`src/design/usfb_pkg.sv`:
```
// usfb_pkg: constants, offsets and field layout of the serial frame block.
// assumes an 8-bit register port and a single system clock.
package usfb_pkg;
  localparam int          USFB_ADDR_W     = 3;
  localparam int          USFB_DATA_W     = 8;
  localparam int          USFB_DIV_W      = 12;
  // register offsets
  localparam logic [2:0]  USFB_OFS_DATA   = 3'h0;
  localparam logic [2:0]  USFB_OFS_CTRL   = 3'h1;
  localparam logic [2:0]  USFB_OFS_FRAME  = 3'h2;
  localparam logic [2:0]  USFB_OFS_BAUD_L = 3'h3;
  localparam logic [2:0]  USFB_OFS_BAUD_H = 3'h4;
  localparam logic [2:0]  USFB_OFS_STATUS = 3'h5;
  // frame_control fields
  localparam int          USFB_FRM_PAR_EN = 5;
  localparam int          USFB_FRM_PAR_OD = 4;
  localparam int          USFB_FRM_STOP   = 3;
  localparam int          USFB_FRM_ORDER  = 2;  // bit_order_sel in spi mode
  localparam int          USFB_FRM_PHASE  = 1;  // clock_phase_sel in spi mode
  localparam int          USFB_FRM_POL    = 0;
  localparam logic [7:0]  USFB_FRAME_RST  = 8'h06;
  // control register fields
  localparam int          USFB_CTL_DIR    = 5;  // clock_pin_direction
  localparam int          USFB_CTL_RXEN   = 4;
  localparam int          USFB_CTL_TXEN   = 3;
  localparam int          USFB_CTL_CSZ2   = 2;
  localparam int          USFB_CTL_RXB8   = 1;
  localparam int          USFB_CTL_TXB8   = 0;
  // status register fields
  localparam int          USFB_ST_RXC     = 7;
  localparam int          USFB_ST_TXC     = 6;
  localparam int          USFB_ST_DRE     = 5;
  localparam int          USFB_ST_FE      = 4;
  localparam int          USFB_ST_DOR     = 3;
  localparam int          USFB_ST_PE      = 2;
  // operating modes
  localparam logic [1:0]  USFB_MODE_ASYNC = 2'h0;
  localparam logic [1:0]  USFB_MODE_SYNC  = 2'h1;
  localparam logic [1:0]  USFB_MODE_SPI   = 2'h3;
  localparam logic [4:0]  USFB_SPI_EDGES  = 5'h0f; // last of 16 clock edges

  typedef enum logic {USFB_TX_IDLE, USFB_TX_BUSY} usfb_tx_st_t;
  typedef enum logic {USFB_RX_IDLE, USFB_RX_BUSY} usfb_rx_st_t;

  // character size code to data bit count; reserved codes fall back to 8
  function automatic logic [3:0] usfb_data_bits(input logic [2:0] code);
    unique case (code)
      3'h0:    usfb_data_bits = 4'h5;
      3'h1:    usfb_data_bits = 4'h6;
      3'h2:    usfb_data_bits = 4'h7;
      3'h7:    usfb_data_bits = 4'h9;
      default: usfb_data_bits = 4'h8;
    endcase
  endfunction
endpackage

```
`src/design/usfb_frame_top.sv`:
```
// usfb_frame_top: serial transceiver with frame format, baud divisor and
// master spi mode. assumes one clock, a strobe register port with read data
// one cycle later, and a peer on the data and clock pins.
module usfb_frame_top import usfb_pkg::*; (
  input  wire logic                   ref_clk,
  input  wire logic                   rst_n,
  input  wire logic [USFB_ADDR_W-1:0] reg_addr,
  input  wire logic [USFB_DATA_W-1:0] reg_wdata,
  input  wire logic                   reg_wr,
  input  wire logic                   reg_rd,
  output logic      [USFB_DATA_W-1:0] reg_rdata,
  output logic                        serial_out_pin,
  output logic                        serial_out_en_n,
  input  wire logic                   serial_in_pin,
  output logic                        serial_clock_pin,
  output logic                        serial_clock_oe_n
);
  typedef struct packed {
    logic [7:0]  frame;
    logic [5:0]  ctrl;
    logic [11:0] baud;
    logic [8:0]  txbuf;
    logic        txbuf_full;
    logic        txc;
    logic        tx_pend;
    logic [8:0]  rxbuf;
    logic        rx_full;
    logic        fe;
    logic        dor;
    logic        pe;
    logic [7:0]  rdata;
    logic        xck;
    logic        txd;
    usfb_tx_st_t tx_st;
    logic [3:0]  tx_idx;
    logic [8:0]  tx_sh;
    usfb_rx_st_t rx_st;
    logic [3:0]  rx_idx;
    logic [8:0]  rx_sh;
    logic        rx_par;
    logic [4:0]  spi_cnt;
    logic        rx_s1;
    logic        rx_s2;
  } usfb_state_t;

  usfb_state_t s_q;
  usfb_state_t s_d;

  logic        tick;
  logic        baud_reload;
  logic [11:0] baud_next;
  logic        spi;
  logic        par_en;
  logic        pol;
  logic [3:0]  nbits;
  logic [3:0]  tx_last;
  logic        lead;
  logic        trail;
  logic        chg;
  logic        smp;
  logic        tx_par;
  logic        rx_par_calc;
  logic        spi_in;
  logic        spi_out;
  logic [7:0]  spi_shifted;

  // mode decode shared by both directions
  assign spi    = (s_q.frame[7:6] == USFB_MODE_SPI);
  assign par_en = !spi && s_q.frame[USFB_FRM_PAR_EN];
  assign pol    = s_q.frame[USFB_FRM_POL];
  assign nbits  = usfb_data_bits({s_q.ctrl[USFB_CTL_CSZ2],
                                  s_q.frame[2:1]});
  // index of the last stop bit, index 0 being the start bit
  assign tx_last = nbits + {3'h0, par_en} + 4'h1
                   + {3'h0, s_q.frame[USFB_FRM_STOP]};

  // leading edge leaves the idle clock level, trailing edge returns to it
  assign lead  = tick && (s_q.xck == pol);
  assign trail = tick && (s_q.xck != pol);
  // framed modes change on lead and sample on trail; spi follows phase
  assign chg = spi ? (s_q.frame[USFB_FRM_PHASE] ? lead : trail)
                   : lead;
  assign smp = spi ? (s_q.frame[USFB_FRM_PHASE] ? trail : lead)
                   : trail;

  // spi shift helpers: bit order applies to both directions
  assign spi_in      = s_q.rx_s2;
  assign spi_out     = s_q.frame[USFB_FRM_ORDER] ? s_q.tx_sh[0]
                                                 : s_q.tx_sh[7];
  assign spi_shifted = s_q.frame[USFB_FRM_ORDER]
                       ? {spi_in, s_q.tx_sh[7:1]}
                       : {s_q.tx_sh[6:0], spi_in};

  // a low divisor write hands the new value straight to the prescaler
  assign baud_reload = reg_wr && (reg_addr == USFB_OFS_BAUD_L);
  assign baud_next   = baud_reload ? {s_q.baud[11:8], reg_wdata} : s_q.baud;

  usfb_baud_gen #(
    .DIV_W   (USFB_DIV_W)
  ) u_baud (
    .ref_clk (ref_clk),
    .rst_n   (rst_n),
    .divisor (baud_next),
    .reload  (baud_reload),
    .tick    (tick)
  );

  usfb_parity u_tx_par (
    .data  (s_q.tx_sh),
    .nbits (nbits),
    .odd   (s_q.frame[USFB_FRM_PAR_OD]),
    .par   (tx_par)
  );

  usfb_parity u_rx_par (
    .data  (s_q.rx_sh),
    .nbits (nbits),
    .odd   (s_q.frame[USFB_FRM_PAR_OD]),
    .par   (rx_par_calc)
  );

  // pins come straight from flops; enables follow the control bits
  assign reg_rdata         = s_q.rdata;
  assign serial_out_pin    = s_q.txd;
  assign serial_out_en_n   = !s_q.ctrl[USFB_CTL_TXEN];
  assign serial_clock_pin  = s_q.xck;
  assign serial_clock_oe_n = !s_q.ctrl[USFB_CTL_DIR];

  // register port first, engines after, so hardware sets win over clears
  always_comb begin
    s_d       = s_q;
    s_d.rdata = 8'h00;
    s_d.rx_s1 = serial_in_pin;
    s_d.rx_s2 = s_q.rx_s1;
    if (reg_wr) begin
      unique case (reg_addr)
        USFB_OFS_DATA: begin
          // writes into a full buffer are dropped
          if (!s_q.txbuf_full) begin
            s_d.txbuf      = {s_q.ctrl[USFB_CTL_TXB8], reg_wdata};
            s_d.txbuf_full = 1'b1;
          end
        end
        USFB_OFS_CTRL: begin
          s_d.ctrl = {reg_wdata[5:2], s_q.ctrl[USFB_CTL_RXB8],
                      reg_wdata[0]};
          if (!reg_wdata[USFB_CTL_RXEN]) begin
            s_d.rx_full = 1'b0;
            s_d.fe      = 1'b0;
            s_d.dor     = 1'b0;
            s_d.pe      = 1'b0;
          end
        end
        USFB_OFS_FRAME:  s_d.frame = reg_wdata;
        USFB_OFS_BAUD_L: s_d.baud[7:0] = reg_wdata;
        USFB_OFS_BAUD_H: s_d.baud[11:8] = reg_wdata[3:0];
        USFB_OFS_STATUS: begin
          if (reg_wdata[USFB_ST_TXC]) begin
            s_d.txc = 1'b0;
          end
        end
        default: ;
      endcase
    end
    if (reg_rd) begin
      // decode is the same in every mode except status, whose error flags read as zero in spi
      unique case (reg_addr)
        USFB_OFS_DATA: begin
          s_d.rdata   = s_q.rxbuf[7:0];
          s_d.rx_full = 1'b0;
          s_d.fe      = 1'b0;
          s_d.dor     = 1'b0;
          s_d.pe      = 1'b0;
        end
        USFB_OFS_CTRL:   s_d.rdata = {2'h0, s_q.ctrl[5:2], s_q.rxbuf[8],
                                      s_q.ctrl[USFB_CTL_TXB8]};
        USFB_OFS_FRAME:  s_d.rdata = s_q.frame;
        USFB_OFS_BAUD_L: s_d.rdata = s_q.baud[7:0];
        USFB_OFS_BAUD_H: s_d.rdata = {4'h0, s_q.baud[11:8]};
        USFB_OFS_STATUS: s_d.rdata = {s_q.rx_full, s_q.txc,
                                      !s_q.txbuf_full,
                                      s_q.fe && !spi, s_q.dor && !spi,
                                      s_q.pe && !spi, 2'h0};
        default: s_d.rdata = 8'h00;
      endcase
    end

    // serial clock: free running in framed modes while either enable is set, bursts only in spi
    if (spi ? (s_q.tx_st == USFB_TX_BUSY)
            : (s_q.ctrl[USFB_CTL_TXEN] || s_q.ctrl[USFB_CTL_RXEN])) begin
      if (tick) begin
        s_d.xck = !s_q.xck;
      end
    end else begin
      s_d.xck = pol;
    end

    if (spi) begin
      // one controller runs both directions off the shared shifter
      if (s_q.tx_st == USFB_TX_IDLE) begin
        if (s_q.txbuf_full && s_q.ctrl[USFB_CTL_TXEN]) begin
          s_d.tx_sh      = {1'b0, s_q.txbuf[7:0]};
          s_d.txbuf_full = 1'b0;
          s_d.tx_st      = USFB_TX_BUSY;
          s_d.spi_cnt    = 5'h00;
          if (!s_q.frame[USFB_FRM_PHASE]) begin
            s_d.txd = s_q.frame[USFB_FRM_ORDER] ? s_q.txbuf[0]
                                                : s_q.txbuf[7];
          end
        end
      end else if (tick) begin
        s_d.spi_cnt = s_q.spi_cnt + 5'h01;
        if (smp) begin
          s_d.tx_sh[7:0] = spi_shifted;
        end
        if (chg) begin
          s_d.txd = spi_out;
        end
        if (s_q.spi_cnt == USFB_SPI_EDGES) begin
          s_d.tx_st = USFB_TX_IDLE;
          s_d.txc   = 1'b1;
          if (s_q.ctrl[USFB_CTL_RXEN]) begin
            if (s_q.rx_full && !(reg_rd && reg_addr == USFB_OFS_DATA)) begin
              s_d.dor = 1'b1;
            end else begin
              s_d.rxbuf   = {1'b0, s_d.tx_sh[7:0]};
              s_d.rx_full = 1'b1;
            end
          end
        end
      end
    end else begin
      // framed transmitter: start, data lsb first, parity, stops
      if (chg && s_q.ctrl[USFB_CTL_TXEN]) begin
        if (s_q.tx_st == USFB_TX_IDLE) begin
          if (s_q.txbuf_full) begin
            s_d.txd        = 1'b0;
            s_d.tx_sh      = s_q.txbuf;
            s_d.txbuf_full = 1'b0;
            s_d.tx_idx     = 4'h1;
            s_d.tx_st      = USFB_TX_BUSY;
          end else begin
            s_d.txd = 1'b1;
            if (s_q.tx_pend) begin
              s_d.txc     = 1'b1;
              s_d.tx_pend = 1'b0;
            end
          end
        end else begin
          s_d.tx_idx = s_q.tx_idx + 4'h1;
          if (s_q.tx_idx <= nbits) begin
            s_d.txd = s_q.tx_sh[4'(s_q.tx_idx - 4'h1)];
          end else if (par_en && s_q.tx_idx == nbits + 4'h1) begin
            s_d.txd = tx_par;
          end else begin
            s_d.txd = 1'b1;
          end
          if (s_q.tx_idx == tx_last) begin
            s_d.tx_st   = USFB_TX_IDLE;
            s_d.tx_pend = 1'b1;
          end
        end
      end
      // framed receiver checks only the first stop bit
      if (smp && s_q.ctrl[USFB_CTL_RXEN]) begin
        if (s_q.rx_st == USFB_RX_IDLE) begin
          if (!s_q.rx_s2) begin
            s_d.rx_st  = USFB_RX_BUSY;
            s_d.rx_idx = 4'h0;
            s_d.rx_sh  = 9'h000;
          end
        end else begin
          s_d.rx_idx = s_q.rx_idx + 4'h1;
          if (s_q.rx_idx < nbits) begin
            s_d.rx_sh[s_q.rx_idx] = s_q.rx_s2;
          end else if (par_en && s_q.rx_idx == nbits) begin
            s_d.rx_par = s_q.rx_s2;
          end else begin
            s_d.rx_st = USFB_RX_IDLE;
            if (s_d.rx_full) begin
              s_d.dor = 1'b1;
            end else begin
              s_d.rxbuf   = s_q.rx_sh;
              s_d.rx_full = 1'b1;
              s_d.fe      = !s_q.rx_s2;
              s_d.pe      = par_en && (s_q.rx_par != rx_par_calc);
            end
          end
        end
      end
    end
  end

  always_ff @(posedge ref_clk or negedge rst_n) begin
    if (!rst_n) begin
      s_q       <= '0;
      s_q.frame <= USFB_FRAME_RST;
      s_q.txd   <= 1'b1;
      s_q.rx_s1 <= 1'b1;
      s_q.rx_s2 <= 1'b1;
    end else begin
      s_q <= s_d;
    end
  end

  a_spi_flags_zero: assert property (@(posedge ref_clk)
    disable iff (!rst_n) (reg_rd && reg_addr == USFB_OFS_STATUS && spi)
    |=> (reg_rdata[4:2] == 3'h0))
    else $error("error flags visible in spi mode");
  // the read must return the stored nibble with the reserved bits as zero
  a_baud_high_read: assert property (@(posedge ref_clk)
    disable iff (!rst_n) (reg_rd && reg_addr == USFB_OFS_BAUD_H)
    |=> (reg_rdata == {4'h0, $past(s_q.baud[11:8])}))
    else $error("divisor high read wrong");
  a_data_write_start: assert property (@(posedge ref_clk)
    disable iff (!rst_n)
    (reg_wr && reg_addr == USFB_OFS_DATA && !s_q.txbuf_full)
    |=> s_q.txbuf_full)
    else $error("data write not taken");
  // idle level follows the polarity seen one cycle earlier, so a frame
  // write that flips polarity lands one cycle later
  a_spi_clock_idle: assert property (@(posedge ref_clk)
    disable iff (!rst_n)
    (spi && s_q.tx_st == USFB_TX_IDLE) |=> (s_q.xck == $past(pol)))
    else $error("spi clock not at idle level");
  a_tx_stop_high: assert property (@(posedge ref_clk)
    disable iff (!rst_n) $rose(s_q.tx_pend) |-> s_q.txd)
    else $error("stop bit not high");
  a_clock_toggle: assert property (@(posedge ref_clk)
    disable iff (!rst_n) (tick && !spi && s_q.ctrl[USFB_CTL_TXEN])
    |=> (s_q.xck != $past(s_q.xck)))
    else $error("serial clock did not toggle on expiry");
  a_pe_needs_par: assert property (@(posedge ref_clk)
    disable iff (!rst_n) $rose(s_q.pe) |-> $past(par_en))
    else $error("parity error without parity enabled");

  c_spi_done: cover property (@(posedge ref_clk) disable iff (!rst_n)
    spi && $fell(s_q.tx_st == USFB_TX_BUSY));
  c_parity_err: cover property (@(posedge ref_clk) disable iff (!rst_n)
    $rose(s_q.pe));
  c_rx_frame: cover property (@(posedge ref_clk) disable iff (!rst_n)
    !spi && $rose(s_q.rx_full));
endmodule // usfb_frame_top

```
`src/design/usfb_baud_gen.sv`:
```
// usfb_baud_gen: 12-bit down-counting prescaler giving one tick per expiry.
// assumes reload is a one-cycle pulse from the register port.
module usfb_baud_gen import usfb_pkg::*; #(
  parameter int DIV_W = USFB_DIV_W
) (
  input  wire logic             ref_clk,
  input  wire logic             rst_n,
  input  wire logic [DIV_W-1:0] divisor,
  input  wire logic             reload,
  output logic                  tick
);
  typedef struct packed {
    logic [DIV_W-1:0] cnt;
  } usfb_bg_t;

  usfb_bg_t s_q;
  usfb_bg_t s_d;

  // a reload suppresses the tick so the new period starts cleanly
  assign tick = (s_q.cnt == '0) && !reload;

  // count down, reload on expiry or on a low divisor write
  always_comb begin
    s_d = s_q;
    if (reload) begin
      s_d.cnt = divisor;
    end else if (s_q.cnt == '0) begin
      s_d.cnt = divisor;
    end else begin
      s_d.cnt = s_q.cnt - 1'b1;
    end
  end

  always_ff @(posedge ref_clk or negedge rst_n) begin
    if (!rst_n) begin
      s_q <= '0;
    end else begin
      s_q <= s_d;
    end
  end

  a_reload_count: assert property (@(posedge ref_clk)
    disable iff (!rst_n) reload |=> (s_q.cnt == $past(divisor)))
    else $error("prescaler not reloaded by low divisor write");
  a_tick_spacing: assert property (@(posedge ref_clk)
    disable iff (!rst_n) (tick && divisor != '0 && !reload) |=> !tick)
    else $error("ticks closer than divisor plus one");
endmodule // usfb_baud_gen

```
`src/design/usfb_parity.sv`:
```
// usfb_parity: parity over the active data bits of a character.
// assumes unused upper data bits may hold anything; they are masked here.
module usfb_parity import usfb_pkg::*; (
  input  wire logic [8:0] data,
  input  wire logic [3:0] nbits,
  input  wire logic       odd,
  output logic            par
);
  logic [8:0] mask;

  // even parity makes the total count of ones even, odd inverts it
  always_comb begin
    mask = 9'h000;
    for (int i = 0; i < 9; i++) begin
      mask[i] = (4'(i) < nbits);
    end
    par = (^(data & mask)) ^ odd;
  end
endmodule // usfb_parity

```
`config.mk`:
```
export PLATFORM = sky130hd
export DESIGN_NAME = usfb_frame_top
export DESIGN_NICKNAME = d
export VERILOG_FILES = /design/src/design/usfb_pkg.sv /design/src/design/usfb_frame_top.sv /design/src/design/usfb_baud_gen.sv /design/src/design/usfb_parity.sv
export SDC_FILE = /design/constraint.sdc
export NUM_CORES = 1
export LEC_CHECK = 0
export ABC_AREA = 1
export BUFFER_PORTS_ARGS = -buffer_cell sky130_fd_sc_hd__buf_2
export CORE_AREA = 2 2 122 124
export CTS_CLUSTER_SIZE = 28
export DETAILED_ROUTE_END_ITERATION = 16
export DIE_AREA = 0 0 124 126
export SLEW_MARGIN = 20
export SYNTH_ARGS = -nofsm -noshare
export SYNTH_HDL_FRONTEND = slang
export SYNTH_SLANG_ARGS = --single-unit
export TNS_END_PERCENT = 20
```
`constraint.sdc`:
```
create_clock -name ref_clk -period 6.4 [get_ports ref_clk]
set_clock_uncertainty 0.05 [all_clocks]
set_input_delay 0.32 -clock ref_clk [delete_from_list [all_inputs] [get_ports ref_clk]]
set_output_delay 0.32 -clock ref_clk [all_outputs]
set_load 0.1 [all_outputs]
```
# == Word level (Yosys, flattened, before mapping) ==
# Index checks and enable logic that the tools add are counted.
# classes
n_addsub,9
magnitude_cmp,14
eq_ne,38
muxes,92
bitwise_logic,7
n_reduce_logical,53
# ops
cell,count
$mux W10,6
$mux W13,4
$pmux W8 S6,1
$mux W1,42
$mux W14,3
$mux W8,5
$mux W12,3
$mux W9,4
$ne A2 B2 Y1 const B,11
$reduce_and A5 Y1,4
$and A9 B9 Y9,2
$mux W2,9
$reduce_xor A9 Y1,2
$logic_and A1 B1 Y1,17
$add A4 B1 Y4 const B,4
$lt A3 B4 Y1 const A,4
$mux W4,4
$pmux W4 S4,1
$mux W15,1
$mux W5,3
$ne A2 B1 Y1 const B,7
$eq A4 B4 Y1,3
$logic_not A12 Y1,1
$reduce_and A3 Y1,4
other kinds (35),68
# word_totals
register_bits,108
input_bits,16
out_inout_bits,12

# == Longest topological paths before layout ==
# Gate-level depths: netlist of the first run.
# depth
word_depth,14
depth_mapped,17
mapped_depth_nobuf,16

# == By module ==
# Synthesis of the first run repeated with hierarchy kept, for this count alone.
# hier_totals
hier_cells,1011
hier_area_um2,7075.5
# modules_own_cells
module,n_inst,cells_per_inst,area_per_inst_um2,seq_area_each_um2
usfb_frame_top,1,758,5636.7,2408.6
usfb_baud_gen,1,107,770.7,300.3
usfb_parity,2,73,334.1,0.0

# == Least setup slack after synthesis of the first run ==
# No wires, ideal clock.
# synth_path
path_kind,register to register
start,register s_q[90] (netlist bit)
end,register s_q[35] (netlist bit)
setup_time_ns,0.142
arrival_time_ns,2.369
t_required_ns,6.208
slack_ns,3.839
path_stages_with_launch,14
path_buffers,0
cell_sequence,dfstp_2 > nand2_1 > nor2_1 > a21oi_1 > ha_1 > inv_1 > ha_1 > inv_1 > fa_1 > xnor2_1 > a21oi_1 > nand3_1 > o21ai_0 > a41oi_1
# synth_via
elab_chain_len,10
elab_cells_between_ends,17
# synth_lines
element,line_no,source
"start, declared",usfb_frame_top.sv:46,usfb_state_t s_q;
"$eq A3 B3 Y1, or another cell as far along",usfb_pkg.sv:47,unique case (code)
$pmux W4 S4,usfb_pkg.sv:47,
$add A4 B1 Y4 (2 in a row),usfb_frame_top.sv:74,"assign tx_last = nbits + {3'h0, par_en} + 4'h1"
$add A4 B1 Y4,usfb_frame_top.sv:75,"+ {3'h0, s_q.frame[USFB_FRM_STOP]};"
$eq A4 B4 Y1,usfb_frame_top.sv:258,if (s_q.tx_idx == tx_last) begin
$mux W1,usfb_frame_top.sv:258,
$mux W6,usfb_frame_top.sv:235,if (s_q.tx_st == USFB_TX_IDLE) begin
$mux W15,usfb_frame_top.sv:234,if (chg && s_q.ctrl[USFB_CTL_TXEN]) begin
$mux W2,usfb_frame_top.sv:198,if (spi) begin
# Several ways; a longest one is shown, not always the timed one. The select of a mux whose other input is x is not followed.
# A chain may end at the register's enable or synchronous reset.

# == Worst setup path after layout of the first run ==
# layout_path
start,register s_q[95] (netlist bit)
end,register s_q[35] (netlist bit)
# layout_via
elab_chain_len,11
elab_cells_between_ends,14
# layout_lines
element,line_no,source
$eq A2 B2 Y1 (*),usfb_frame_top.sv:68,assign spi = (s_q.frame[7:6] == USFB_MODE_SPI);
$logic_not A1 Y1,usfb_frame_top.sv:69,assign par_en = !spi && s_q.frame[USFB_FRM_PAR_EN];
$logic_and A1 B1 Y1,usfb_frame_top.sv:69,
$add A4 B1 Y4 (2 in a row),usfb_frame_top.sv:74,
$add A4 B1 Y4,usfb_frame_top.sv:75,
$eq A4 B4 Y1,usfb_frame_top.sv:258,
$mux W1,usfb_frame_top.sv:258,
$mux W6,usfb_frame_top.sv:235,
$mux W15,usfb_frame_top.sv:234,
$mux W2,usfb_frame_top.sv:198,
# Every way passes the cells marked *; elsewhere a longest branch is shown, timed or not. The select of a mux whose other input is x is not followed.

==> metrics.txt, run 1 <==
# TYPE chip_impl_metric gauge
chip_impl_metric{name="totalWireLength",unit="um"} 19800
chip_impl_metric{name="worst_ep_required_time",unit="ns"} 6.58
chip_impl_metric{name="grt_pass1_vias",unit=""} 5983
chip_impl_info{name="hold_class",value="input pin to async pin"} 1
chip_impl_metric{name="synth-async-reset-ratio",unit="%"} 100
chip_impl_metric{name="flow.area_growth_from_synthesis",unit="%"} 7.89
chip_impl_metric{name="synth-edff-count",unit=""} 0
chip_impl_metric{name="die_width",unit="um"} 124
chip_impl_metric{name="io-pin-count",unit=""} 28
chip_impl_metric{name="post-cts-setup-buffer-count",unit=""} 0
chip_impl_metric{name="ctsLongestPathBuffers",unit=""} 2
chip_impl_metric{name="post_synth_num_cell_types",unit=""} 53
chip_impl_info{name="cts_tree",value="done"} 1
chip_impl_metric{name="worstPathArrival",unit="ns"} 3.33
chip_impl_metric{name="antenna_cells_inserted",unit=""} 0
chip_impl_metric{name="power_leakage",unit="nW"} 3.45
chip_impl_metric{name="max-slew-margin-rel",unit="%"} 39.0
chip_impl_metric{name="clkSlewWorstSetupHoldPaths",unit="ns"} 0.08
chip_impl_metric{name="yosys_register_bits",unit=""} 108
chip_impl_info{name="synthMostInstantiatedCell",value="nand2_1"} 1
chip_impl_info{name="setup.worst_path.end_class",value="flip-flop"} 1
chip_impl_metric{name="grt_total_ovfl",unit=""} 0
chip_impl_metric{name="detailed_place_hpwl",unit="um"} 15300
chip_impl_info{name="critical-path-slowest-cell",value="fa_1"} 1
chip_impl_info{name="cp-start-kind",value="flip-flop"} 1
chip_impl_metric{name="num_vias",unit=""} 6181
chip_impl_metric{name="design.final.nets",unit=""} 950
chip_impl_info{name="leading_post_synthesis_cells_by_instance_count",value="nand2_1 (211), inv_1 (104), dfrtp_1 (103)"} 1
chip_impl_metric{name="final-hold-violation-count",unit=""} 0
chip_impl_metric{name="initial_utilization",unit="%"} 47.9
chip_impl_info{name="clockRootBuffer",value="clkbuf_16"} 1
chip_impl_metric{name="fin_crit_sh",unit="%"} 49.2
chip_impl_info{name="setup_repair_after_global_routing_missed_its_margin",value="no"} 1
chip_impl_metric{name="max_fanout_on_critical_path",unit=""} 15
chip_impl_metric{name="drtAntennaViolNets",unit=""} 0
chip_impl_metric{name="synth_warnings",unit=""} 0
chip_impl_metric{name="cts-buffers-inserted",unit=""} 9
chip_impl_metric{name="detail_route.wl_per_cell",unit="um"} 17.9
chip_impl_info{name="synthDominantAreaCellType",value="dfrtp_1"} 1
chip_impl_metric{name="setup_viol",unit=""} 0
chip_impl_metric{name="p_per_area",unit="nW/um2"} 338
chip_impl_metric{name="drv_cap",unit=""} 0
chip_impl_metric{name="layout-drive-gt1-share",unit="%"} 12.0
chip_impl_info{name="yosys-top-cells-area",value="dfrtp_1 (38%), nand2_1 (12%), inv_1 (5.7%)"} 1
chip_impl_metric{name="critical_path_buffer_and_inverter_count",unit=""} 2
chip_impl_metric{name="grtUsageTotal",unit="%"} 26.9
chip_impl_metric{name="setup_tns",unit="ns"} 0
chip_impl_metric{name="htreeDepth",unit=""} 3
chip_impl_metric{name="post_synth.cell_area_avg",unit="um2"} 7.62
chip_impl_metric{name="dr.pass1.iters",unit=""} 5
chip_impl_metric{name="number_of_core_rows",unit=""} 44
chip_impl_metric{name="final_setup_margin",unit="ns"} 3.25
chip_impl_metric{name="pre_cts_slack",unit="ns"} 3.30
chip_impl_metric{name="place.port_buffers",unit=""} 27
chip_impl_metric{name="max_freq",unit="MHz"} 318
chip_impl_metric{name="drc",unit=""} 0
chip_impl_metric{name="grt_max_degree",unit=""} 70
chip_impl_metric{name="design.core.area",unit="um2"} 14300
chip_impl_metric{name="finalWeightedCongestion",unit=""} 0.920
chip_impl_info{name="worstPathCellList",value="nand2_1 -> inv_1 -> nor2_1 -> ha_1 -> inv_1 -> fa_1 -> xnor2_1 -> a21oi_1 -> nand3_1 -> o21ai_0 -> a41oi_1"} 1
chip_impl_metric{name="cell_area_after_synthesis",unit="um2"} 6850
chip_impl_metric{name="cp_slowest_stage_delay",unit="ns"} 0.46
chip_impl_metric{name="die_area",unit="um2"} 15600
chip_impl_info{name="crit_type",value="flip-flop to flip-flop"} 1
chip_impl_metric{name="timing.final.crit_period",unit="ns"} 3.15
chip_impl_metric{name="report.final.slew_viol_count",unit=""} 0
chip_impl_metric{name="grt_pass1_wl",unit="um"} 32000
chip_impl_info{name="critPathTopFamily",value="simple AND/OR/NAND/NOR gates"} 1
chip_impl_metric{name="syn_nets",unit=""} 936
chip_impl_metric{name="chip_height",unit="um"} 126
chip_impl_metric{name="antenna_found_initial",unit=""} 0
chip_impl_metric{name="layout.filler_cells",unit=""} 1428
chip_impl_info{name="run_status",value="complete, no violations"} 1
chip_impl_metric{name="syn-instance-count",unit=""} 900
chip_impl_metric{name="drt_first_iter_violations",unit=""} 454
chip_impl_metric{name="synth-seq-area-share",unit="%"} 39.5
chip_impl_info{name="synth-main-ff-cell",value="dfrtp_1"} 1
chip_impl_info{name="cpMostUsedCell",value="inv_1"} 1
chip_impl_metric{name="max_slew.worst_pin.slew",unit="ns"} 0.915
chip_impl_metric{name="yosys.area.top_type_share",unit="%"} 37.6
chip_impl_metric{name="avgViaCountPerCell",unit=""} 5.60
chip_impl_metric{name="clock-sinks",unit=""} 108
chip_impl_metric{name="clock_insertion_delay_worst_skew",unit="ns"} 0.36
chip_impl_metric{name="cts_hold_buf",unit=""} 1
chip_impl_metric{name="post_cts_resized",unit=""} 0
chip_impl_metric{name="vdd_ir_drop_max",unit="V"} 0.000238
-- per-stage QoR --
stage,power [W],util [%],instances,instance area [um2],hold WS (ns)
floorplan,0.00167,-,900,6850,-0.0256
global placement,0.00190,49.5,1086,7080,0.298
detailed placement,0.00192,49.5,1086,7080,0.298
CTS,0.00250,51.7,1103,7390,0.0729
global route,0.00268,51.7,1103,7390,0.112
finish,0.00250,51.7,1103,7390,0.0166
-- final cells by class --
cell class                      instances  area, um2  share of cell area, %
Tap cell                              184        230                   3.11
Sequential cell                       108       2710                   36.6
Inverter                              116        435                   5.89
Multi-Input combinational cell        650       3560                   48.2
Clock inverter                          6       71.3                  0.964
Timing Repair Buffer                   29        155                   2.10
Clock buffer                           10        229                   3.10
-- report_power, final --
part           leakage (nW)  internal (W)  switching [W]  total [W]
Sequential             1.38      0.000829       0.000171    0.00100
Combinational          1.93      0.000294       0.000625   0.000919
Clock                 0.145      0.000308       0.000270   0.000578
-- routing by layer --
| metal | global-route usage (%) | vias to the layer above | part of all wire, % |
|---|---|---|---|
| met5 | 0 | - | 0 |
| met4 | 6.54 | 0 | 1.7 |
| met3 | 6.07 | 21 | 6.4 |
| met2 | 41.3 | 192 | 45 |
| met1 | 38.6 | 2975 | 46 |
| li1 | - | 2993 | - |
-- final timing paths --
kind,cells after the start,endpoint,slack [ns],start
worst min-delay path,1,u_baud.s_q[5],0.02,rst_n
worst max-delay path,11,s_q[35],3.25,s_q[95]
min in group ref_clk,3,s_q[77],0.18,reg_wdata[6]
max in group asynchronous,2,serial_out_pin,5.15,rst_n
worst min register to register,0,spi_in,0.31,s_d[0]
worst max register to register,11,s_q[35],3.25,s_q[95]
-- flip-flops by register name, indices dropped and copies added (netlist names) --
signal	flops
pol	1
serial_clock_pin	1
u_baud.s_q	12
serial_out_pin	1
s_d	1
s_q	83
spi_in	1
reg_rdata	8
-- cell usage in the layout (no fill, tap or decap), types with 9 or more instances in the layout --
| cell | Yosys | layout |
|---|---|---|
| inv_1 | 104 | 104 |
| a21oi_1 | 41 | 41 |
| xor2_1 | 10 | 10 |
| o21ai_1 | 12 | 12 |
| nor2_2 | 18 | 18 |
| nand4_1 | 17 | 17 |
| clkbuf_16 | 0 | 9 |
| inv_2 | 10 | 10 |
| nand3_1 | 51 | 51 |
| nor2_1 | 85 | 85 |
| o211ai_1 | 14 | 14 |
| xnor2_1 | 15 | 15 |
| nand2_1 | 211 | 211 |
| ha_1 | 19 | 19 |
| o21ai_0 | 68 | 68 |
| dfrtp_1 | 103 | 103 |
| nor3_1 | 9 | 9 |
| buf_2 | 2 | 26 |
-- kinds of logic after synthesis --
logic type      after synthesis  share of synthesized area (%)
mux                           1                          0.164
simple gates                425                           29.3
compound gates              178                           15.3
xor+xnor                     26                           3.43
fa+ha+maj                    20                           3.76
buf+inv                     142                           8.47
flops                       108                           39.5
Power figures use the tool's default switching activity.
==> run 2: changes to the inputs <==
Clock period 6.4 ns to 3 ns, I/O delays scaled along.
==> run 2 against run 1 <==
Effect of this change:
- via count increased by 0.39%
- clock-buffer cell count fell by 1
- critical path depth increased by 4
- global-route usage fell by 0.21 points
- final cell count is 0.91% higher
- core utilization grew 0.57 points
- first-iteration DRC count rose by 40%
- sequential cell count is the same
- critical path type unchanged
- critical endpoint is now s_q[51]
==> metrics.txt, run 2 (synthesis results as in run 1) <==
# TYPE chip_impl_metric gauge
chip_impl_info{name="run_status",value="complete, no violations"} 1
chip_impl_info{name="leading_cell_type_in_the_layout_fill_and_taps_excluded",value="nand2_1"} 1
chip_impl_metric{name="clock-sinks",unit=""} 108
chip_impl_metric{name="max_fanout_on_critical_path",unit=""} 9
chip_impl_info{name="cts_tree",value="done"} 1
chip_impl_metric{name="hold_path_depth",unit=""} 3
chip_impl_metric{name="max-slew-margin-rel",unit="%"} 59.2
chip_impl_info{name="largest_register",value="s_q"} 1
chip_impl_metric{name="drc",unit=""} 0
chip_impl_metric{name="clkSlewWorstSetupHoldPaths",unit="ns"} 0.08
chip_impl_metric{name="drtAntennaViolNets",unit=""} 0
chip_impl_info{name="hold_class",value="input pin to flip-flop"} 1
chip_impl_metric{name="ctsLongestPathBuffers",unit=""} 2
chip_impl_metric{name="num_vias",unit=""} 6205
chip_impl_info{name="setup.worst_path.end_class",value="flip-flop"} 1
chip_impl_metric{name="setup_viol",unit=""} 0
chip_impl_metric{name="avgViaCountPerCell",unit=""} 5.58
chip_impl_metric{name="design.final.nets",unit=""} 960
chip_impl_metric{name="p_per_area",unit="nW/um2"} 705
chip_impl_metric{name="worstPathArrival",unit="ns"} 2.94
chip_impl_metric{name="fin_crit_sh",unit="%"} 91.3
chip_impl_metric{name="setup_tns",unit="ns"} 0
chip_impl_metric{name="detailed_place_hpwl",unit="um"} 15200
chip_impl_metric{name="clock_insertion_delay_worst_skew",unit="ns"} 0.36
chip_impl_metric{name="layout-drive-gt1-share",unit="%"} 13.0
chip_impl_info{name="cpMostUsedCell",value="inv_1"} 1
chip_impl_metric{name="power_leakage",unit="nW"} 3.49
chip_impl_metric{name="io-pin-count",unit=""} 28
chip_impl_metric{name="htreeDepth",unit=""} 3
chip_impl_info{name="crit_type",value="flip-flop to flip-flop"} 1
chip_impl_metric{name="place.port_buffers",unit=""} 27
chip_impl_metric{name="drv_cap",unit=""} 0
chip_impl_metric{name="report.final.slew_viol_count",unit=""} 0
chip_impl_metric{name="grt_max_degree",unit=""} 51
chip_impl_info{name="setup_repair_after_global_routing_missed_its_margin",value="no"} 1
chip_impl_metric{name="ff_latch_area",unit="um2"} 2710
chip_impl_metric{name="flow.area_growth_from_synthesis",unit="%"} 9.07
chip_impl_metric{name="largest_reg_flops",unit=""} 83
chip_impl_info{name="worstPathCellList",value="inv_1 -> a21oi_1 -> inv_1 -> ha_1 -> inv_1 -> o21bai_1 -> nand2_1 -> nand2_2 -> inv_2 -> nor2_1 -> nand3_4 -> nand2_8 -> nand2_8 -> nor2_2 -> a21oi_1"} 1
chip_impl_metric{name="max_freq",unit="MHz"} 365
chip_impl_metric{name="post-cts-setup-buffer-count",unit=""} 0
chip_impl_metric{name="layout.filler_cells",unit=""} 1393
chip_impl_metric{name="detail_route.wl_per_cell",unit="um"} 17.4
chip_impl_info{name="worst_hold_path.endpoint",value="s_q[85]"} 1
chip_impl_metric{name="initial_utilization",unit="%"} 47.9
chip_impl_metric{name="number_of_core_rows",unit=""} 44
chip_impl_metric{name="dr.pass1.iters",unit=""} 7
chip_impl_metric{name="design.core.area",unit="um2"} 14300
chip_impl_metric{name="antenna_cells_inserted",unit=""} 0
chip_impl_metric{name="grt_pass1_wl",unit="um"} 31800
chip_impl_metric{name="antenna_found_initial",unit=""} 0
chip_impl_metric{name="final-hold-violation-count",unit=""} 0
chip_impl_metric{name="timing.final.crit_period",unit="ns"} 2.74
chip_impl_metric{name="cp_slowest_stage_delay",unit="ns"} 0.58
chip_impl_metric{name="die_width",unit="um"} 124
chip_impl_metric{name="die_area",unit="um2"} 15600
chip_impl_metric{name="grt_pass1_vias",unit=""} 5846
chip_impl_info{name="clockRootBuffer",value="clkbuf_16"} 1
chip_impl_info{name="critical-path-slowest-cell",value="dfstp_2"} 1
chip_impl_metric{name="totalWireLength",unit="um"} 19400
chip_impl_metric{name="reg2reg_depth",unit=""} 15
chip_impl_info{name="most-common-layout-cells",value="nand2_1 (211), inv_1 (104), dfrtp_1 (103)"} 1
chip_impl_metric{name="finalWeightedCongestion",unit=""} 0.899
chip_impl_metric{name="worst_ep_required_time",unit="ns"} 3.20
chip_impl_info{name="cp-start-kind",value="flip-flop"} 1
chip_impl_metric{name="cts-buffers-inserted",unit=""} 9
chip_impl_metric{name="final.hold.worst_slack",unit="ns"} 0.0158
chip_impl_info{name="r2r_end",value="s_q[51]"} 1
chip_impl_metric{name="grt_total_ovfl",unit=""} 0
chip_impl_metric{name="r2r_setup_slack",unit="ns"} 0.26
chip_impl_info{name="worst_hold_startpoint",value="reg_wdata[2]"} 1
chip_impl_metric{name="drt_first_iter_violations",unit=""} 636
chip_impl_metric{name="chip_height",unit="um"} 126
chip_impl_metric{name="multi_input_area",unit="um2"} 3570
chip_impl_metric{name="max_slew.worst_pin.slew",unit="ns"} 0.607
chip_impl_metric{name="grtUsageTotal",unit="%"} 26.7
chip_impl_info{name="launching_point_of_the_worst_reg2reg_path",value="s_q[90]"} 1
chip_impl_metric{name="vdd_ir_drop_max",unit="V"} 0.000411
## run 2: layout make-up
| cell class | count | area share (%) |
|---|---|---|
| clock buffers | 9 | 3.01 |
| repair buffers | 39 | 3.31 |
| inverters | 116 | 5.82 |
| flip-flops and latches | 108 | 36.2 |
| multi-input cells | 650 | 47.8 |
| well taps | 184 | 3.08 |
| clock inverters | 7 | 0.770 |
## run 2: worst max-delay path by stage
stage                       start      end  slack [ns]  depth (start not counted)
after floorplan           s_q[90]  s_q[35]        0.44                         13
after CTS                 s_q[90]  s_q[35]        0.20                         12
after global routing      s_q[90]  s_q[35]        0.03                         13
after global placement    s_q[90]  s_q[35]        0.30                         12
after detailed placement  s_q[90]  s_q[35]        0.20                         12
final                     s_q[90]  s_q[51]        0.26                         15
## run 2: layer usage
layer	GRT usage, %	vias up	share of wire (%)
li1	-	3010	-
met1	39.7	2985	47
met5	0	-	0
met4	7.01	0	1.7
met3	4.26	26	5.0
met2	40.5	184	46
## run 2: power breakdown
part	internal [W]	switching, W	leakage (nW)
Clock	0.000576	0.000591	0.134
Combinational	0.000645	0.00134	1.98
Sequential	0.00177	0.000347	1.38
Total	0.00299	0.00228	3.49
## run 2: timing repair
action / in CTS / in global routing
hold buffers: 3 / 0
endpoints found under the hold margin: 38 / 0
setup endpoints to repair: 0 / 1
resized for setup: 0 / 2
## run 2: per-stage QoR
step / setup slack (ns) / cell area [um2] / instances / total power (W) / util, %
3_5_place_dp: 0.205 / 7160 / 1094 / 0.00410 / 50.0
6_report: 0.260 / 7480 / 1113 / 0.00527 / 52.2
5_1_grt: 0.0316 / 7480 / 1113 / 0.00566 / 52.2
4_1_cts: 0.195 / 7470 / 1113 / 0.00528 / 52.2
2_1_floorplan: 0.439 / 6850 / 900 / 0.00356 / -
3_3_place_gp: 0.297 / 7160 / 1094 / 0.00404 / 50.0
## run 2: worst max-delay path: cells and delay by family, from the launching register on
kind | cells | cell delay (ns)
AOI/OAI and AO/OA | 3 | 0.44
buffers and inverters | 4 | 0.38
and+or+nand+nor | 7 | 0.81
DFF | 1 | 0.58
adders and majority gates | 1 | 0.33
==> run 3: changes to the inputs <==
Settings changed: HOLD_SLACK_MARGIN set to 0.12.
==> run 3 against run 2 <==
Effect of this change:
- combinational power about the same
- total power up 0.14%
- core utilization is 0.56 points higher
- clock power about the same
- global-route usage increased by 0.076 points
- final area rose by 1.1%
- sequential cell count is the same
- worst setup slack improved by 0.0013 ns
- non-clock buffer count rose by 8
==> metrics.txt, run 3 (synthesis results as in run 1) <==
# TYPE chip_impl_metric gauge
chip_impl_info{name="run_status",value="complete, no violations"} 1
chip_impl_metric{name="setup_viol",unit=""} 0
chip_impl_metric{name="p_per_area",unit="nW/um2"} 698
chip_impl_metric{name="antenna_cells_inserted",unit=""} 0
chip_impl_info{name="hold_class",value="input pin to flip-flop"} 1
chip_impl_info{name="setup.worst_path.start",value="s_q[90]"} 1
chip_impl_metric{name="ctsLongestPathBuffers",unit=""} 2
chip_impl_metric{name="setup_tns",unit="ns"} 0
chip_impl_metric{name="drtAntennaViolNets",unit=""} 0
chip_impl_metric{name="initial_utilization",unit="%"} 47.9
chip_impl_metric{name="die_width",unit="um"} 124
chip_impl_metric{name="clock-sinks",unit=""} 108
chip_impl_metric{name="vdd_ir_drop_max",unit="V"} 0.000412
chip_impl_metric{name="drc",unit=""} 0
chip_impl_info{name="setup.worst_path.end_class",value="flip-flop"} 1
chip_impl_info{name="critical-path-slowest-cell",value="dfstp_2"} 1
chip_impl_metric{name="grt_pass1_vias",unit=""} 5871
chip_impl_info{name="r2r_end",value="s_q[51]"} 1
chip_impl_metric{name="drv_cap",unit=""} 0
chip_impl_metric{name="largest_reg_flops",unit=""} 83
chip_impl_metric{name="grt_max_degree",unit=""} 51
chip_impl_metric{name="max_fanout_on_critical_path",unit=""} 9
chip_impl_metric{name="report.final.slew_viol_count",unit=""} 0
chip_impl_metric{name="design.final.nets",unit=""} 968
chip_impl_metric{name="antenna_found_initial",unit=""} 0
chip_impl_info{name="crit_end",value="s_q[51]"} 1
chip_impl_metric{name="pre_cts_slack",unit="ns"} 0.205
chip_impl_metric{name="detailed_place_hpwl",unit="um"} 15200
chip_impl_metric{name="globalRouteMet2Util",unit="%"} 40.7
chip_impl_metric{name="timing.final.crit_period",unit="ns"} 2.74
chip_impl_info{name="clockRootBuffer",value="clkbuf_16"} 1
chip_impl_metric{name="met1_usage",unit="%"} 39.8
chip_impl_info{name="largest_register",value="s_q"} 1
chip_impl_metric{name="totalWireLength",unit="um"} 19500
chip_impl_metric{name="finalWeightedCongestion",unit=""} 0.899
chip_impl_metric{name="place.port_buffers",unit=""} 27
chip_impl_info{name="busiest_layer",value="met2"} 1
chip_impl_metric{name="cts-buffers-inserted",unit=""} 9
chip_impl_metric{name="final_setup_margin",unit="ns"} 0.261
chip_impl_metric{name="final.hold.worst_slack",unit="ns"} 0.195
chip_impl_info{name="leading_cell_type_in_the_layout_fill_and_taps_excluded",value="nand2_1"} 1
chip_impl_metric{name="number_of_core_rows",unit=""} 44
chip_impl_metric{name="cp_slowest_stage_delay",unit="ns"} 0.58
chip_impl_info{name="crit_type",value="flip-flop to flip-flop"} 1
chip_impl_info{name="cp-start-kind",value="flip-flop"} 1
chip_impl_info{name="most-common-layout-cells",value="nand2_1 (211), inv_1 (104), dfrtp_1 (103)"} 1
chip_impl_metric{name="worst_ep_required_time",unit="ns"} 3.20
chip_impl_metric{name="max-slew-margin-rel",unit="%"} 59.8
chip_impl_info{name="worstPathCellList",value="inv_1 -> a21oi_1 -> inv_1 -> ha_1 -> inv_1 -> o21bai_1 -> nand2_1 -> nand2_2 -> inv_2 -> nor2_1 -> nand3_4 -> nand2_8 -> nand2_8 -> nor2_2 -> a21oi_1"} 1
chip_impl_info{name="setup_repair_after_global_routing_missed_its_margin",value="no"} 1
chip_impl_metric{name="htreeDepth",unit=""} 3
chip_impl_metric{name="layout-drive-gt1-share",unit="%"} 12.9
chip_impl_metric{name="postLayoutCoreUtil",unit="%"} 52.8
chip_impl_metric{name="grtUsageTotal",unit="%"} 26.7
chip_impl_metric{name="drt_first_iter_violations",unit=""} 606
chip_impl_info{name="cpMostUsedCell",value="inv_1"} 1
chip_impl_metric{name="max_slew.worst_pin.slew",unit="ns"} 0.598
chip_impl_metric{name="design.core.area",unit="um2"} 14300
chip_impl_metric{name="r2r_setup_slack",unit="ns"} 0.26
chip_impl_metric{name="clock_insertion_delay_worst_skew",unit="ns"} 0.36
chip_impl_metric{name="reg2reg_depth",unit=""} 15
chip_impl_info{name="worst_hold_startpoint",value="reg_addr[1]"} 1
chip_impl_metric{name="grt.met3_usage",unit="%"} 4.08
chip_impl_metric{name="max_freq",unit="MHz"} 365
chip_impl_metric{name="avgViaCountPerCell",unit=""} 5.56
chip_impl_metric{name="grt_pass1_wl",unit="um"} 31900
chip_impl_metric{name="worstPathArrival",unit="ns"} 2.94
chip_impl_metric{name="io-pin-count",unit=""} 28
chip_impl_metric{name="detail_route.wl_per_cell",unit="um"} 17.4
chip_impl_metric{name="fin_crit_sh",unit="%"} 91.3
chip_impl_metric{name="power_leakage",unit="nW"} 3.53
chip_impl_metric{name="final-hold-violation-count",unit=""} 0
chip_impl_metric{name="die_area",unit="um2"} 15600
chip_impl_metric{name="clkSlewWorstSetupHoldPaths",unit="ns"} 0.08
chip_impl_info{name="launching_point_of_the_worst_reg2reg_path",value="s_q[90]"} 1
chip_impl_metric{name="chip_height",unit="um"} 126
chip_impl_metric{name="dr.pass1.iters",unit=""} 5
chip_impl_metric{name="grt_total_ovfl",unit=""} 0
chip_impl_info{name="cts_tree",value="done"} 1
chip_impl_metric{name="flow.area_growth_from_synthesis",unit="%"} 10.2
chip_impl_metric{name="num_vias",unit=""} 6230
==> run 3: cell count changes in the layout (fill, tap and decap cells not counted), sizes merged <==
cell,previous run,this run
dlygate4sd3,3,11
==> run 3: metal layers <==
metal | vias up | share of wire [%]
li1 | 3029 | -
met1 | 2995 | 47
met2 | 180 | 46
met3 | 26 | 5.2
met4 | 0 | 1.7
met5 | - | 0
==> run 3: cell type report <==
class | instances | area (um2)
clock buffers | 9 | 225
clock inverters | 7 | 57.6
fillers | 1385 | 6760
inverters | 116 | 435
multi-input cells | 650 | 3570
flip-flops and latches | 108 | 2710
well taps | 184 | 230
repair buffers | 47 | 328
==> run 3: worst max-delay path, delay by kind of cell (launching register included) <==
| kind | cells | cell delay, ns |
|---|---|---|
| buffers and inverters | 4 | 0.38 |
| AOI/OAI and AO/OA | 3 | 0.44 |
| and+or+nand+nor | 7 | 0.81 |
| DFF | 1 | 0.58 |
| adders and majority gates | 1 | 0.33 |
==> run 3: where the power goes <==
part / internal, W / leakage, nW / switching, W / total [W]
Sequential: 0.00177 / 1.38 / 0.000349 / 0.00212
Combinational: 0.000652 / 2.01 / 0.00134 / 0.00199
Clock: 0.000576 / 0.134 / 0.000591 / 0.00117
==> run 3: what timing repair did <==
item | in CTS | in global routing
hold buffers | 11 | 0
hold endpoints to repair | 78 | 0
resized for setup | 0 | 2
endpoints found under the setup margin | 0 | 1
buffers inserted | 0 | 0
==> run 3: worst min-delay path by stage <==
stage              endpoint  slack, ns  cells after the start
2_1_floorplan           pol      -0.20                      0
3_3_place_gp   reg_rdata[0]       0.12                      1
3_5_place_dp   reg_rdata[5]       0.12                      1
4_1_cts        reg_rdata[7]       0.19                      4
5_1_grt        reg_rdata[6]       0.22                      4
6_report       reg_rdata[6]       0.20                      4
==> run 3: metrics by stage <==
stage / area, um2 / cells / total power (W)
after floorplan: 6850 / 900 / 0.00356
after global placement: 7160 / 1094 / 0.00404
after detailed placement: 7160 / 1094 / 0.00410
after CTS: 7550 / 1121 / 0.00529
after global routing: 7560 / 1121 / 0.00567
final: 7560 / 1121 / 0.00528
